**config.mk**
```make
export PLATFORM = sky130hd
export DESIGN_NAME = mdfs_fault_status
export DESIGN_NICKNAME = d
export VERILOG_FILES = /design/src/logic/mdfs_fault_sampler.v /design/src/logic/mdfs_fault_status.v
export VERILOG_INCLUDE_DIRS = /design/src /design/src/logic
export SDC_FILE = /design/constraint.sdc
export NUM_CORES = 1
export LEC_CHECK = 0
export BUFFER_PORTS_ARGS = -buffer_cell sky130_fd_sc_hd__buf_2
export CAP_MARGIN = 10
export CORE_ASPECT_RATIO = 1.1
export CORE_MARGIN = 3
export CORE_UTILIZATION = 47
export DETAILED_ROUTE_END_ITERATION = 8
export GPL_TIMING_DRIVEN = 1
export PLACE_DENSITY_LB_ADDON = 0.25
export RECOVER_POWER = 100
export SLEW_MARGIN = 20
export SYNTH_ARGS = -nofsm -noshare
export SYNTH_HDL_FRONTEND = slang
export SYNTH_SLANG_ARGS = --single-unit
```
**constraint.sdc**
```tcl
create_clock -name sys_clk -period 3.55 [get_ports sys_clk]
set_input_delay 0.5325 -clock sys_clk [delete_from_list [all_inputs] [get_ports sys_clk]]
set_output_delay 0.5325 -clock sys_clk [all_outputs]
set_load 0.01 [all_outputs]
```
**src/logic/mdfs_regs.vh**
```
// Register map, field positions and bus codes of the motor driver fault status bank.
// Assumes inclusion by plain Verilog-2005 design files; definitions only.
//
// What this block does
// - Power bit 30 flags buck regulator fault.
// - Power bit 28 flags overcurrent or any per-switch overcurrent, not regulator overcurrent.
// - Power bit 27 low on supply reset.
// - Power bit 26 flags supply overvoltage.
// - Power bit 25 flags thermal warning or shutdown.
// - Power bit 23 flags thermal warning.
// - Power bit 22 flags thermal shutdown.
// - Power bits 21..16 flag per-switch overcurrent.
// - Power bit 14 flags programmable memory error.
// - Power bit 13 flags regulator overcurrent.
// - Power bit 12 flags regulator undervoltage.
// - Power bit 11 flags charge pump undervoltage.
// - Controller bit 31 ORs all controller faults.
// - Controller bit 29 flags position-detect frequency error.
// - Controller bit 28 flags position-detect timer error.
// - Controller register E2h, read-only, resets zero.
// - Power bit 31 ORs all power faults.
// - Controller bit 20 flags rotor lock.
// - Controller bit 15 flags speed loop saturation.
`ifndef MDFS_REGS_VH
`define MDFS_REGS_VH

// Register indices; the byte address is four times the index.
`define MDFS_PWR_IDX 10'h0E0
`define MDFS_CTL_IDX 10'h0E2
`define MDFS_PWR_RESET 32'h00000000
`define MDFS_CTL_RESET 32'h00000000

// Power-stage fault register fields.
`define MDFS_PWR_SUMMARY 31
`define MDFS_PWR_BUCK 30
`define MDFS_PWR_OC 28
`define MDFS_PWR_SUPPLY_RESET_INVERTED_FLAG 27
`define MDFS_PWR_OV 26
`define MDFS_PWR_OT 25
`define MDFS_PWR_OTW 23
`define MDFS_PWR_TSD 22
`define MDFS_PWR_SW_LO 16
`define MDFS_PWR_OTP 14
`define MDFS_PWR_REG_OC 13
`define MDFS_PWR_REG_UV 12
`define MDFS_PWR_CP_UV 11

// Controller fault register fields.
`define MDFS_CTL_SUMMARY 31
`define MDFS_CTL_IPD_FREQ 29
`define MDFS_CTL_IPD_T1 28
`define MDFS_CTL_LOCK 20
`define MDFS_CTL_SPD_SAT 15

// AXI response codes.
`define MDFS_RESP_OKAY 2'h0
`define MDFS_RESP_SLVERR 2'h2

`endif

```
**src/logic/mdfs_fault_sampler.v**
```verilog
// Registers a group of fault levels into the system clock domain.
// Assumes every source is synchronous to sys_clk.
module mdfs_fault_sampler #(
  parameter W = 17
) (
  // Clock and reset
  input wire sys_clk,
  input wire rst,
  // Fault levels
  input wire [W-1:0] raw,
  output wire [W-1:0] sampled
);
  genvar i;
  generate
    for (i = 0; i < W; i = i + 1) begin : g_bit
      reg smp_r;
      always @(posedge sys_clk) begin
        if (rst) begin
          smp_r <= 1'b0;
        end else begin
          smp_r <= raw[i];
        end
      end
      assign sampled[i] = smp_r;
    end
  endgenerate
endmodule

```
**src/logic/mdfs_fault_status.v**
```verilog
// Read-only fault status bank of a motor driver, reached over AXI4-Lite.
// Assumes fault sources are synchronous levels in the sys_clk domain.
`include "mdfs_regs.vh"

module mdfs_fault_status #(
  parameter ADDR_W = 12
) (
  // Clock and reset
  input wire sys_clk,
  input wire rst,
  // Power-stage fault sources
  input wire buck_regulator_fault,
  input wire overcurrent_flag,
  input wire supply_reset_detect,
  input wire supply_overvoltage_flag,
  input wire thermal_warning_flag,
  input wire thermal_shutdown_flag,
  input wire phase_c_high_overcurrent,
  input wire phase_c_low_overcurrent,
  input wire phase_b_high_overcurrent,
  input wire phase_b_low_overcurrent,
  input wire phase_a_high_overcurrent,
  input wire phase_a_low_overcurrent,
  input wire otp_error_flag,
  input wire regulator_overcurrent_flag,
  input wire regulator_undervoltage_flag,
  input wire charge_pump_undervoltage_flag,
  // Controller fault sources
  input wire position_detect_frequency_error,
  input wire position_detect_timer1_error,
  input wire rotor_lock_flag,
  input wire speed_loop_saturation_flag,
  // AXI4-Lite write address
  input wire [ADDR_W-1:0] s_axi_awaddr,
  input wire s_axi_awvalid,
  output wire s_axi_awready,
  // AXI4-Lite write data
  input wire [31:0] s_axi_wdata,
  input wire [3:0] s_axi_wstrb,
  input wire s_axi_wvalid,
  output wire s_axi_wready,
  // AXI4-Lite write response
  output wire [1:0] s_axi_bresp,
  output wire s_axi_bvalid,
  input wire s_axi_bready,
  // AXI4-Lite read address
  input wire [ADDR_W-1:0] s_axi_araddr,
  input wire s_axi_arvalid,
  output wire s_axi_arready,
  // AXI4-Lite read data
  output wire [31:0] s_axi_rdata,
  output wire [1:0] s_axi_rresp,
  output wire s_axi_rvalid,
  input wire s_axi_rready
);

  localparam NSRC = 20;

  wire [NSRC-1:0] raw_faults;
  wire [NSRC-1:0] smp;

  // Listed from the top bit of smp down to bit 0.
  assign raw_faults = {
    speed_loop_saturation_flag,
    rotor_lock_flag,
    position_detect_timer1_error,
    position_detect_frequency_error,
    charge_pump_undervoltage_flag,
    regulator_undervoltage_flag,
    regulator_overcurrent_flag,
    otp_error_flag,
    phase_a_low_overcurrent,
    phase_a_high_overcurrent,
    phase_b_low_overcurrent,
    phase_b_high_overcurrent,
    phase_c_low_overcurrent,
    phase_c_high_overcurrent,
    thermal_shutdown_flag,
    thermal_warning_flag,
    supply_overvoltage_flag,
    supply_reset_detect,
    overcurrent_flag,
    buck_regulator_fault
  };

  // One flop per source brings every level into the sys_clk domain before use.
  mdfs_fault_sampler #(
    .W(NSRC)
  ) u_sampler (
    .sys_clk(sys_clk),
    .rst(rst),
    .raw(raw_faults),
    .sampled(smp)
  );

  // Sampled sources by name.
  wire s_buck = smp[0];
  wire s_oc = smp[1];
  wire s_por = smp[2];
  wire s_ov = smp[3];
  wire s_otw = smp[4];
  wire s_tsd = smp[5];
  wire [5:0] s_sw = smp[11:6];
  wire s_otp = smp[12];
  wire s_reg_oc = smp[13];
  wire s_reg_uv = smp[14];
  wire s_cp_uv = smp[15];
  wire s_ipd_freq = smp[16];
  wire s_ipd_t1 = smp[17];
  wire s_lock = smp[18];
  wire s_spd_sat = smp[19];

  // Sources arrive C high first, but the register wants C high on its top bit.
  wire [5:0] sw_bits;
  genvar k;
  generate
    for (k = 0; k < 6; k = k + 1) begin : g_sw
      assign sw_bits[5-k] = s_sw[k];
    end
  endgenerate

  // Status register composition.
  reg [31:0] pwr_nxt;
  reg [31:0] ctl_nxt;
  reg [31:0] pwr_flags_r;
  reg [31:0] ctl_flags_r;

  always @* begin
    // Both words are rebuilt every cycle, so no flag is sticky.
    pwr_nxt = 32'h00000000;
    pwr_nxt[`MDFS_PWR_BUCK] = s_buck;
    pwr_nxt[`MDFS_PWR_OC] = s_oc | (|s_sw);
    pwr_nxt[`MDFS_PWR_SUPPLY_RESET_INVERTED_FLAG] = ~s_por;
    pwr_nxt[`MDFS_PWR_OV] = s_ov;
    pwr_nxt[`MDFS_PWR_OT] = s_otw | s_tsd;
    pwr_nxt[`MDFS_PWR_OTW] = s_otw;
    pwr_nxt[`MDFS_PWR_TSD] = s_tsd;
    pwr_nxt[`MDFS_PWR_SW_LO+5:`MDFS_PWR_SW_LO] = sw_bits;
    pwr_nxt[`MDFS_PWR_OTP] = s_otp;
    pwr_nxt[`MDFS_PWR_REG_OC] = s_reg_oc;
    pwr_nxt[`MDFS_PWR_REG_UV] = s_reg_uv;
    pwr_nxt[`MDFS_PWR_CP_UV] = s_cp_uv;
    // The inverted supply bit counts as a fault while it reads 0.
    pwr_nxt[`MDFS_PWR_SUMMARY] = s_buck | s_oc | (|s_sw) | s_por | s_ov | s_otw | s_tsd |
                                 s_otp | s_reg_oc | s_reg_uv | s_cp_uv;
    ctl_nxt = 32'h00000000;
    ctl_nxt[`MDFS_CTL_IPD_FREQ] = s_ipd_freq;
    ctl_nxt[`MDFS_CTL_IPD_T1] = s_ipd_t1;
    ctl_nxt[`MDFS_CTL_LOCK] = s_lock;
    ctl_nxt[`MDFS_CTL_SPD_SAT] = s_spd_sat;
    ctl_nxt[`MDFS_CTL_SUMMARY] = s_ipd_freq | s_ipd_t1 | s_lock | s_spd_sat;
  end

  always @(posedge sys_clk) begin
    if (rst) begin
      pwr_flags_r <= `MDFS_PWR_RESET;
      ctl_flags_r <= `MDFS_CTL_RESET;
    end else begin
      pwr_flags_r <= pwr_nxt;
      ctl_flags_r <= ctl_nxt;
    end
  end

  // Read channel: one read at a time, answered two cycles after arvalid is seen.
  localparam RD_IDLE = 2'b00;
  localparam RD_ADDR = 2'b01;
  localparam RD_RESP = 2'b10;

  reg [1:0] rd_state_r;
  reg [1:0] rd_state_nxt;
  reg arready_r;
  reg rvalid_r;
  reg [31:0] rdata_r;
  reg [1:0] rresp_r;
  reg [31:0] rd_word_nxt;
  reg [1:0] rd_resp_nxt;
  wire [ADDR_W-3:0] ar_idx = s_axi_araddr[ADDR_W-1:2];

  // Unmapped words read as zero with an error response.
  always @* begin
    rd_word_nxt = 32'h00000000;
    rd_resp_nxt = `MDFS_RESP_SLVERR;
    if (ar_idx == `MDFS_PWR_IDX) begin
      rd_word_nxt = pwr_flags_r;
      rd_resp_nxt = `MDFS_RESP_OKAY;
    end else if (ar_idx == `MDFS_CTL_IDX) begin
      rd_word_nxt = ctl_flags_r;
      rd_resp_nxt = `MDFS_RESP_OKAY;
    end
  end

  always @* begin
    rd_state_nxt = rd_state_r;
    case (rd_state_r)
      RD_IDLE: begin
        if (s_axi_arvalid) begin
          rd_state_nxt = RD_ADDR;
        end
      end
      RD_ADDR: begin
        // The address is taken here only if arvalid still stands.
        if (s_axi_arvalid) begin
          rd_state_nxt = RD_RESP;
        end else begin
          rd_state_nxt = RD_IDLE;
        end
      end
      RD_RESP: begin
        if (s_axi_rready) begin
          rd_state_nxt = RD_IDLE;
        end
      end
      default: begin
        rd_state_nxt = RD_IDLE;
      end
    endcase
  end

  always @(posedge sys_clk) begin
    if (rst) begin
      rd_state_r <= RD_IDLE;
      arready_r <= 1'b0;
      rvalid_r <= 1'b0;
      rdata_r <= 32'h00000000;
      rresp_r <= `MDFS_RESP_OKAY;
    end else begin
      rd_state_r <= rd_state_nxt;
      arready_r <= (rd_state_nxt == RD_ADDR);
      rvalid_r <= (rd_state_nxt == RD_RESP);
      if (rd_state_r == RD_ADDR && s_axi_arvalid) begin
        rdata_r <= rd_word_nxt;
        rresp_r <= rd_resp_nxt;
      end
    end
  end

  // Write channels: address and data taken in either order, then one response.
  // A beat taken alone is parked until its partner arrives.
  reg awready_r;
  reg wready_r;
  reg aw_got_r;
  reg w_got_r;
  reg aw_hit_r;
  reg bvalid_r;
  reg [1:0] bresp_r;
  wire [ADDR_W-3:0] aw_idx = s_axi_awaddr[ADDR_W-1:2];
  wire aw_take = s_axi_awvalid && awready_r;
  wire w_take = s_axi_wvalid && wready_r;
  wire aw_done = aw_got_r || aw_take;
  wire w_done = w_got_r || w_take;
  wire aw_hit = (aw_idx == `MDFS_PWR_IDX) || (aw_idx == `MDFS_CTL_IDX);
  wire wr_ok = aw_take ? aw_hit : aw_hit_r;

  always @(posedge sys_clk) begin
    if (rst) begin
      awready_r <= 1'b0;
      wready_r <= 1'b0;
      aw_got_r <= 1'b0;
      w_got_r <= 1'b0;
      aw_hit_r <= 1'b0;
      bvalid_r <= 1'b0;
      bresp_r <= `MDFS_RESP_OKAY;
    end else begin
      awready_r <= 1'b0;
      wready_r <= 1'b0;
      if (s_axi_awvalid && !awready_r && !aw_got_r && !bvalid_r) begin
        awready_r <= 1'b1;
      end
      if (s_axi_wvalid && !wready_r && !w_got_r && !bvalid_r) begin
        wready_r <= 1'b1;
      end
      if (aw_take) begin
        aw_hit_r <= aw_hit;
      end
      if (aw_done && w_done) begin
        // Both registers are read-only: the data is dropped.
        aw_got_r <= 1'b0;
        w_got_r <= 1'b0;
        bvalid_r <= 1'b1;
        if (wr_ok) begin
          bresp_r <= `MDFS_RESP_OKAY;
        end else begin
          bresp_r <= `MDFS_RESP_SLVERR;
        end
      end else begin
        aw_got_r <= aw_done;
        w_got_r <= w_done;
        if (bvalid_r && s_axi_bready) begin
          bvalid_r <= 1'b0;
        end
      end
    end
  end

  // Every bus output is driven straight from its flip-flop.
  assign s_axi_arready = arready_r;
  assign s_axi_rvalid = rvalid_r;
  assign s_axi_rdata = rdata_r;
  assign s_axi_rresp = rresp_r;
  assign s_axi_awready = awready_r;
  assign s_axi_wready = wready_r;
  assign s_axi_bvalid = bvalid_r;
  assign s_axi_bresp = bresp_r;

endmodule

```
==> results of run 1 <==
power groups by stage:
stage               clock (W)  sequential [W]  combinational, W
finish               0.000641        0.000884         0.0000879
floorplan                   0        0.000902         0.0000659
global placement            0        0.000903         0.0000879
detailed placement          0        0.000904         0.0000895
CTS                  0.000657        0.000884         0.0000902
global route         0.000689        0.000888         0.0000994
cells in the final DEF (no fill, tap or decap), types with 2 or more instances in the layout:
cell        instances
a22o_1             15
clkbuf_1           27
buf_2              45
a21oi_1             4
nand4_1             2
or4_1               2
nor3_1              5
nor2b_1            39
nand2_1             4
o2bb2ai_1           6
nor4b_1             4
and4b_1             2
mux2i_1             3
nor2_1             10
clkinvlp_4          2
clkbuf_8           11
dfxtp_1            75
conb_1             14
nor4_1              2
metal layers:
layer	up-vias	GRT usage, %
met5	-	0
met2	57	22.6
li1	848	-
met4	0	5.34
met1	698	16.7
met3	2	8.08
kinds of logic after synthesis:
| group | count (synthesis) | share of synthesized area, % |
|---|---|---|
| multiplexers | 3 | 1.22 |
| other | 1 | 0.153 |
| AO/OA/AOI/OAI | 28 | 9.17 |
| flip-flops | 75 | 61.1 |
| buffers and inverters | 26 | 7.33 |
| AND/OR/NAND/NOR | 81 | 21.0 |
through the flow:
stage / area, um2 / setup WS [ns] / utilization (%)
CTS: 2960 / 1.60 / 61.1
global route: 2920 / 1.46 / 60.3
finish: 2920 / 1.60 / 60.3
detailed placement: 2760 / 1.24 / 57.0
global placement: 2760 / 1.21 / 56.9
floorplan: 2500 / 2.11 / -
cells in the mapped netlist (all sizes together) (2+ instances only):
library cell | instances | share of area, %
nor4b | 4 | 1.4
nor2 | 11 | 1.7
mux2i | 3 | 1.2
o2bb2ai | 6 | 2.1
dfxtp | 75 | 61
nor3 | 5 | 1.0
a21oi | 4 | 0.82
a22o | 15 | 5.3
and4b | 2 | 0.82
or2 | 2 | 0.51
buf | 21 | 6.6
nand2 | 4 | 0.61
nor4 | 3 | 1.3
nand4 | 2 | 0.51
or4 | 2 | 0.61
nor2b | 39 | 9.9
clkbuf | 4 | 0.61
flip-flops by register name, summed over array words and instances, names as in the netlist:
signal and count:
aw_got_r 1, aw_hit_r 1, ctl_flags_r 5, pwr_flags_r 18, rd_state_r 2, s_axi_arready 1
s_axi_awready 1, s_axi_bresp 1, s_axi_bvalid 1, s_axi_rdata 20, s_axi_rresp 1, s_axi_rvalid 1
s_axi_wready 1, u_sampler.g_bit.smp_r 20, w_got_r 1
how the worst min path moves through the flow:
| stage | slack, ns | depth (start not counted) | endpoint |
|---|---|---|---|
| 2_1_floorplan | 0.39 | 1 | pwr_flags_r[27]$_SDFF_PP0_ |
| 3_3_place_gp | 0.41 | 1 | pwr_flags_r[27]$_SDFF_PP0_ |
| 3_5_place_dp | 0.42 | 1 | pwr_flags_r[27]$_SDFF_PP0_ |
| 4_1_cts | 0.38 | 2 | u_sampler.g_bit[15].smp_r$_SDFF_PP0_ |
| 5_1_grt | 0.39 | 2 | u_sampler.g_bit[6].smp_r$_SDFF_PP0_ |
| 6_report | 0.40 | 2 | u_sampler.g_bit[15].smp_r$_SDFF_PP0_ |
cell type report:
cell class	instances	area (um2)
clock inverters	4	50.0
multi-input cells	126	820
inverters	1	3.75
repair buffers	72	327
fillers	444	1920
flip-flops and latches	75	1500
clock buffers	11	151
well taps	56	70.1
==> results by stage, run 1 <==
Logic synthesis:
- The number of enable flip-flop cells after synthesis is 0.
- The post-synthesis async set-or-reset flop share is 0%.
- The flop and latch count out of synthesis is 75.
- In this run the cell area of the synthesized design comes to 0.00246 mm2.
- The cell count after synthesis is 214.
- The Yosys step of the flow raised 0 warnings.
- For this run, the register share of the synthesized area comes to 61.1%.
- Among all flip-flop cells after synthesis, the most frequent one is dfxtp_1.
- A synthesized cell averages 11.5 um2.
- After synthesis, the netlist uses 34 different library cells.

Floorplan:
- In this run the horizontal extent of the chip is 74.9 um.
- In this run the core area contains 26 standard-cell rows.
- The number of top-level pins is 128.
- The area inside the core boundary is 0.00485 mm2.
- Once the floorplan was initialized, standard cells occupied 50.7% of the core.
- The floorplan die height is 81.8 um.
- The die covers 0.00613 mm2.

Cells and area:
- The number of standard cells in the layout, taps in and fillers out is 345.
- The share of cells above drive strength 1 is 21.8%.
- The count of antenna diodes in the layout is 0.
- From synthesis to final layout, the design area changed by 19.0%.
- At the end of the flow, the number of nets in the layout was 372.

Power:
- In this run the power density over the cells is 552 mW/mm2.
- For this design the static power due to leakage is 1.21 nW.
- The switching portion of total power is 21.2%.
- Summed over all nets, the switching power comes to 0.000342 W.
- Internal power comes to 0.00127 W.
- The maximum VDD drop is 0.225 mV.
- Combinational logic is responsible for 5.4% of the overall power.
- Registers are responsible for 54.8% of the overall power.
- Summing internal, switching and leakage power gives 0.00161 W.
- The fraction of power consumed by the clock network is 39.8%.

STA:
- Final hold analysis gives a worst-case slack of 0.400 ns.
- The number of slew-limit violations in the final report is 0.
- In this run the tightest slew margin relative to its limit is 39.8%.
- The transition time of the tightest slew-check pin is 0.903 ns.
- The final total negative setup slack is 0 ns.
- The worst-case clock skew is 0.00876 ns.
- The achievable frequency is 514 MHz.
- The hold violation count in the final report is 0.
- The fraction of the cycle the final worst path needs is 54.8%.
- Setup repair after global routing left no endpoint under its margin.
- Setup violations remaining at the end of the flow were counted as 0.
- The final critical-path required period is 1.95 ns.

CTS:
- In this run the post-CTS setup repair buffer count came out at 0.
- The clock reaches the later pin of the worst-skew pair after 0.33 ns.
- The clock tree from TritonCTS is built.
- The maximum level of the CTS H-tree is 3.
- The number of buffers on the longest clock path is 2.
- The clock sink total is 75.
- TritonCTS created 9 clock buffers.
- After clock tree synthesis, the clock-pin slew on the worst setup and hold paths is 0.08 ns.
- CTS placed an instance of clkbuf_8 at the clock tree root.
- The number of hold buffers added after cts is 0.
- The number of gates given a new drive strength after cts is 0.

Drt:
- The final wirelength is 4.18 mm.
- The DRC marker count from the first detailed-route iteration is 66.
- The detailed-route wire length on metal 1 is 1.88 mm.
- After detailed routing, the met2 layer carries 1.89 mm of wire.
- The average wire length per cell after detail routing is 12.1 um.
- The first detailed-routing pass ran for 4 iterations.
- The remaining antenna violation count after routing is 0.
- The routed layout has 1605 vias.
- After detailed routing, the met3 layer carries 397 um of wire.
- After detailed routing, the number of remaining DRC violations is 0.
- The post-detailed-route via-to-cell ratio is 4.65.
- The topmost layer with routed signal wires is met4.

Worst setup path:
- At the worst endpoint, the arrival time is 2.17 ns.
- The critical path goes through buf_2 -> and4bb_1 -> and4_1 -> a22o_1.
- In this design, the largest share of critical-path delay is due to simple AND/OR/NAND/NOR gates.
- Data on the critical path is required at its endpoint by 3.78 ns.
- The endpoint kind of the worst setup timing path is a register.
- The kind of start point of the critical path is a primary input.
- The number of cells on the worst reg-to-reg path is 3.
- The start of the worst register-to-register path is rd_state_r[1]$_SDFF_PP0_.
- Across all register-to-register paths, the minimum setup slack is 2.00 ns.
- The start point of the critical path is rst.
- Along the worst path, the maximum fanout reaches 56.
- The last element of the critical path is s_axi_rdata[17]$_SDFFE_PP0P_.
- The worst register-to-register path ends at s_axi_rdata[17]$_SDFFE_PP0P_.
- The logic depth of the worst setup path including buffers is 4.
- The number of buffers and inverters on the critical path is 1.
- The worst setup path is of the primary input to register kind.
- For this design, the slowest cell found on the critical path is buf_2.
- In this design, the stage delay of the slowest critical-path cell is 0.68 ns.

GRT:
- The number of global-route vias before repair came to 1541.
- Entering global routing, the biggest net connects 57 pins.
- The first global-routing pass estimated 6.59 mm of wire.
- After global routing the overflow that remains totals 0.
- The total global routing track utilization is 14.6%.
- The number of antenna violations at the first check in global routing was 0.

Placed design:
- The number of placed instances, taps included, is 330.
- Input and output buffers added on the ports amount to 72.
- Once detailed placement completed, the half-perimeter wirelength came to 2.96 mm.
- The routability-driven placement congestion ratio is 0.718.

Run:
- Across the run, the number of max-cap violations was 0.

Worst hold path:
- The startpoint of the worst hold path is charge_pump_undervoltage_flag.
- The path class of the tightest hold or removal check is primary input to register.

Status:
- The run finished with clean final reports.
Note: power is estimated with default switching activity, not from simulation.
==> inputs of run 2 (changes only) <==
--- a/config.mk
+++ b/config.mk
@@ -10,7 +10,7 @@
 export CAP_MARGIN = 10
 export CORE_ASPECT_RATIO = 1.1
 export CORE_MARGIN = 3
-export CORE_UTILIZATION = 47
+export CORE_UTILIZATION = 44
 export DETAILED_ROUTE_END_ITERATION = 8
 export GPL_TIMING_DRIVEN = 1
 export PLACE_DENSITY_LB_ADDON = 0.25
==> constraint.sdc (replaced) <==
create_clock -name sys_clk -period 2 [get_ports sys_clk]
set_input_delay 0.3 -clock sys_clk [delete_from_list [all_inputs] [get_ports sys_clk]]
set_output_delay 0.3 -clock sys_clk [all_outputs]
set_load 0.01 [all_outputs]
==> results by stage, run 2 (same netlist as run 1, synthesis figures left out) <==
CTS:
- The maximum level of the CTS H-tree is 3 (unchanged).
- The clock transition at the register clock pins on the worst setup and hold paths after CTS is 0.08 ns (about the same).
- The clock sink total came to 75 (unchanged).
- The clock tree from TritonCTS is built (unchanged).
- The number of buffers created by CTS was 9 (unchanged).
- The number of gates given a new drive strength after cts is 0 (unchanged).
- The worst-skew pair later-pin latency is 0.33 ns (about the same).
- The number of buffers on the longest clock path is 2 (unchanged).
- The number of buffers inserted by post-CTS setup repair was 0 (unchanged).
- The number of hold buffers added after cts is 0 (unchanged).
- The CTS root buffer is clkbuf_8 (unchanged).

Floorplan:
- The total die area is 0.00652 mm2 (was 0.00613 mm2).
- The effective utilization at floorplan is 47.2% (was 50.7%).
- The area inside the core boundary was 0.00520 mm2 (was 0.00485 mm2).
- The number of top-level pins is 128 (unchanged).
- The floorplan die height was 84.4 um (was 81.8 um).
- The number of core rows is 27 (was 26).
- The chip width is 77.2 um (was 74.9 um).

Status:
- Result of the run: finished, final reports clean (unchanged).

Placed design:
- The area of placed instances came to 0.00279 mm2 (was 0.00276 mm2).
- The detailed placement HPWL came to 2.97 mm (was 2.96 mm).
- The number of I/O port buffers came to 72 (unchanged).
- The routability-driven placement congestion ratio was 0.706 (was 0.718).

Cells and area:
- The filler cell count is 504 (was 444).
- The design area is 0.00299 mm2 (was 0.00292 mm2).
- Commonest cells after routing, fill and taps aside: 75 x dfxtp_1, 45 x buf_2, 39 x nor2b_1 (unchanged).
- The end-of-flow core utilization is 57.5% (was 60.3%).
- The area growth from synthesis to layout is 21.8% (was 19.0%).
- The count of antenna diodes in the layout is 0 (unchanged).
- The share of cells above drive strength 1 is 22.3% (was 21.8%).
- The final net count is 374 (was 372).
- The leading cell type in the layout, fill and taps excluded is dfxtp_1 (unchanged).

Worst setup path:
- The start point of the critical path is rst (unchanged).
- The maximum cell stage delay along the critical path came to 0.73 ns (was 0.68 ns).
- Chain of cells forming the critical path: buf_2 -> clkbuf_2 -> nor2_1 -> buf_4 -> a22o_1 (was buf_2 -> and4bb_1 -> and4_1 -> a22o_1).
- The cell family with the largest share of critical-path delay is buffers and inverters (was simple AND/OR/NAND/NOR gates).
- The end of the worst register-to-register path is pwr_flags_r[31]$_SDFF_PP0_ (was s_axi_rdata[17]$_SDFFE_PP0P_).
- The kind of start point of the critical path is a primary input (unchanged).
- The arrival time at the worst endpoint is 1.71 ns (was 2.17 ns).
- The endpoint kind of the worst setup timing path is a register (unchanged).
- The buffers plus inverters on the worst setup path is 3 (was 1).
- The worst setup path category was primary input to register (unchanged).
- The depth of the worst register-to-register path is 3 (unchanged).
- The cell type of the slowest stage on the worst timing path is clkbuf_2 (was buf_2).
- The minimum setup slack among reg-to-reg paths is 0.53 ns (was 2.00 ns).
- The worst endpoint required time came to 2.23 ns (was 3.78 ns).
- The logic depth of the worst setup path including buffers is 5 (was 4).
- The start of the worst register-to-register path is u_sampler.g_bit[9].smp_r$_SDFF_PP0_ (was rd_state_r[1]$_SDFF_PP0_).
- The last element of the critical path is s_axi_rdata[17]$_SDFFE_PP0P_ (unchanged).
- The largest driver fanout on the critical path came to 55 (was 56).

Drt:
- The remaining antenna violation count after routing is 0 (unchanged).
- The post-detailed-route via-to-cell ratio was 4.43 (was 4.65).
- The average wire length per cell after detail routing was 11.4 um (was 12.1 um).
- The final wirelength is 4.15 mm (was 4.18 mm).
- The total via count in the routed design is 1612 (was 1605).
- The number of design rule violations left after detail routing is 0 (unchanged).
- The DRC marker count from the first detailed-route iteration is 64 (was 66).
- The first-pass iteration count of the detailed router is 4 (unchanged).

Run:
- The number of maximum-capacitance violations is 0 (unchanged).

GRT:
- The number of antenna violations at the first check in global routing is 0 (unchanged).
- The remaining global-route overflow is 0 (unchanged).
- The first-pass GRT wire length is 6.79 mm (was 6.59 mm).
- The total global routing track utilization is 13.2% (was 14.6%).
- The number of global-route vias before repair is 1483 (was 1541).
- The pin count of the biggest net entering global routing is 56 (was 57).

Worst hold path:
- The kind of path behind the tightest hold check is primary input to register (unchanged).

Power:
- The share of total power in combinational logic came to 5.1% (was 5.4%).
- The register share of total power is 51.0% (was 54.8%).
- The fraction of power consumed by the clock network is 43.9% (was 39.8%).
- The switching portion of total power is 20.5% (was 21.2%).
- The total power is 0.00308 W (was 0.00161 W).
- The total leakage power is 1.24 nW (was 1.21 nW).
- The internal power is 0.00245 W (was 0.00127 W).
- The maximum VDD drop is 0.466 mV (was 0.225 mV).
- The total net switching power is 0.000630 W (was 0.000342 W).
- The power density over cell area is 1030 mW/mm2 (was 552 mW/mm2).

STA:
- The headroom to the max-slew limit is 35.2% (was 39.8%).
- Counting I/O delays and the setup requirement, the final critical path takes 1.48 ns.
- The final total negative setup slack is 0 ns (unchanged).
- The hold violation count in the final report was 0 (unchanged).
- The final number of setup-violating endpoints is 0 (unchanged).
- The transition time of the tightest slew-check pin is 0.972 ns (was 0.903 ns).
- The achievable frequency is 676 MHz.
- The worst-case clock skew came to 0.00757 ns (was 0.00876 ns).
- The number of slew-limit violations in the final report is 0 (unchanged).
- The worst hold slack across all endpoints came to 0.173 ns (was 0.400 ns).
- The worst path uses 74.0% of the clock period.
- Unrepaired setup endpoints after global routing: no (unchanged).
[run 2: metrics by stage]
step                      instances  setup slack (ns)
after floorplan                 227             0.755
after global placement          348             0.479
after global routing            364             0.346
after detailed placement        348             0.473
final                           364             0.520
after CTS                       364             0.535
[run 2: layer usage]
metal	global-route usage, %	vias to the layer above	wire, um	share of wire (%)
met5	0	-	0	0
met4	6.31	0	40	0.96
met3	5.69	4	379	9.1
met2	18.7	63	1830	44
met1	17.3	690	1900	46
li1	-	855	-	-
[run 2: power by group through the flow]
stage / combinational [W] / sequential (W) / clock (W)
3_3_place_gp: 0.000159 / 0.00160 / 0
2_1_floorplan: 0.000117 / 0.00160 / 0
4_1_cts: 0.000162 / 0.00157 / 0.00138
5_1_grt: 0.000178 / 0.00158 / 0.00146
6_report: 0.000158 / 0.00157 / 0.00135
3_5_place_dp: 0.000162 / 0.00160 / 0
[run 2: how the worst min path moves through the flow]
stage	end	start	depth (start not counted)
final	u_sampler.g_bit[18].smp_r$_SDFF_PP0_	rotor_lock_flag	2
after global routing	u_sampler.g_bit[4].smp_r$_SDFF_PP0_	thermal_warning_flag	2
after CTS	u_sampler.g_bit[18].smp_r$_SDFF_PP0_	rotor_lock_flag	2
after detailed placement	pwr_flags_r[27]$_SDFF_PP0_	u_sampler.g_bit[2].smp_r$_SDFF_PP0_	1
after global placement	pwr_flags_r[27]$_SDFF_PP0_	u_sampler.g_bit[2].smp_r$_SDFF_PP0_	1
after floorplan	pwr_flags_r[27]$_SDFF_PP0_	u_sampler.g_bit[2].smp_r$_SDFF_PP0_	1
[run 2: final cells by class]
cell class / instances / area, um2 / share of cell area [%]
flip-flops and latches: 75 / 1500 / 50.2
multi-input cells: 126 / 817 / 27.3
repair buffers: 74 / 339 / 11.3
clock buffers: 9 / 124 / 4.14
clock inverters: 7 / 116 / 3.89
well taps: 72 / 90.1 / 3.01
inverters: 1 / 3.75 / 0.125
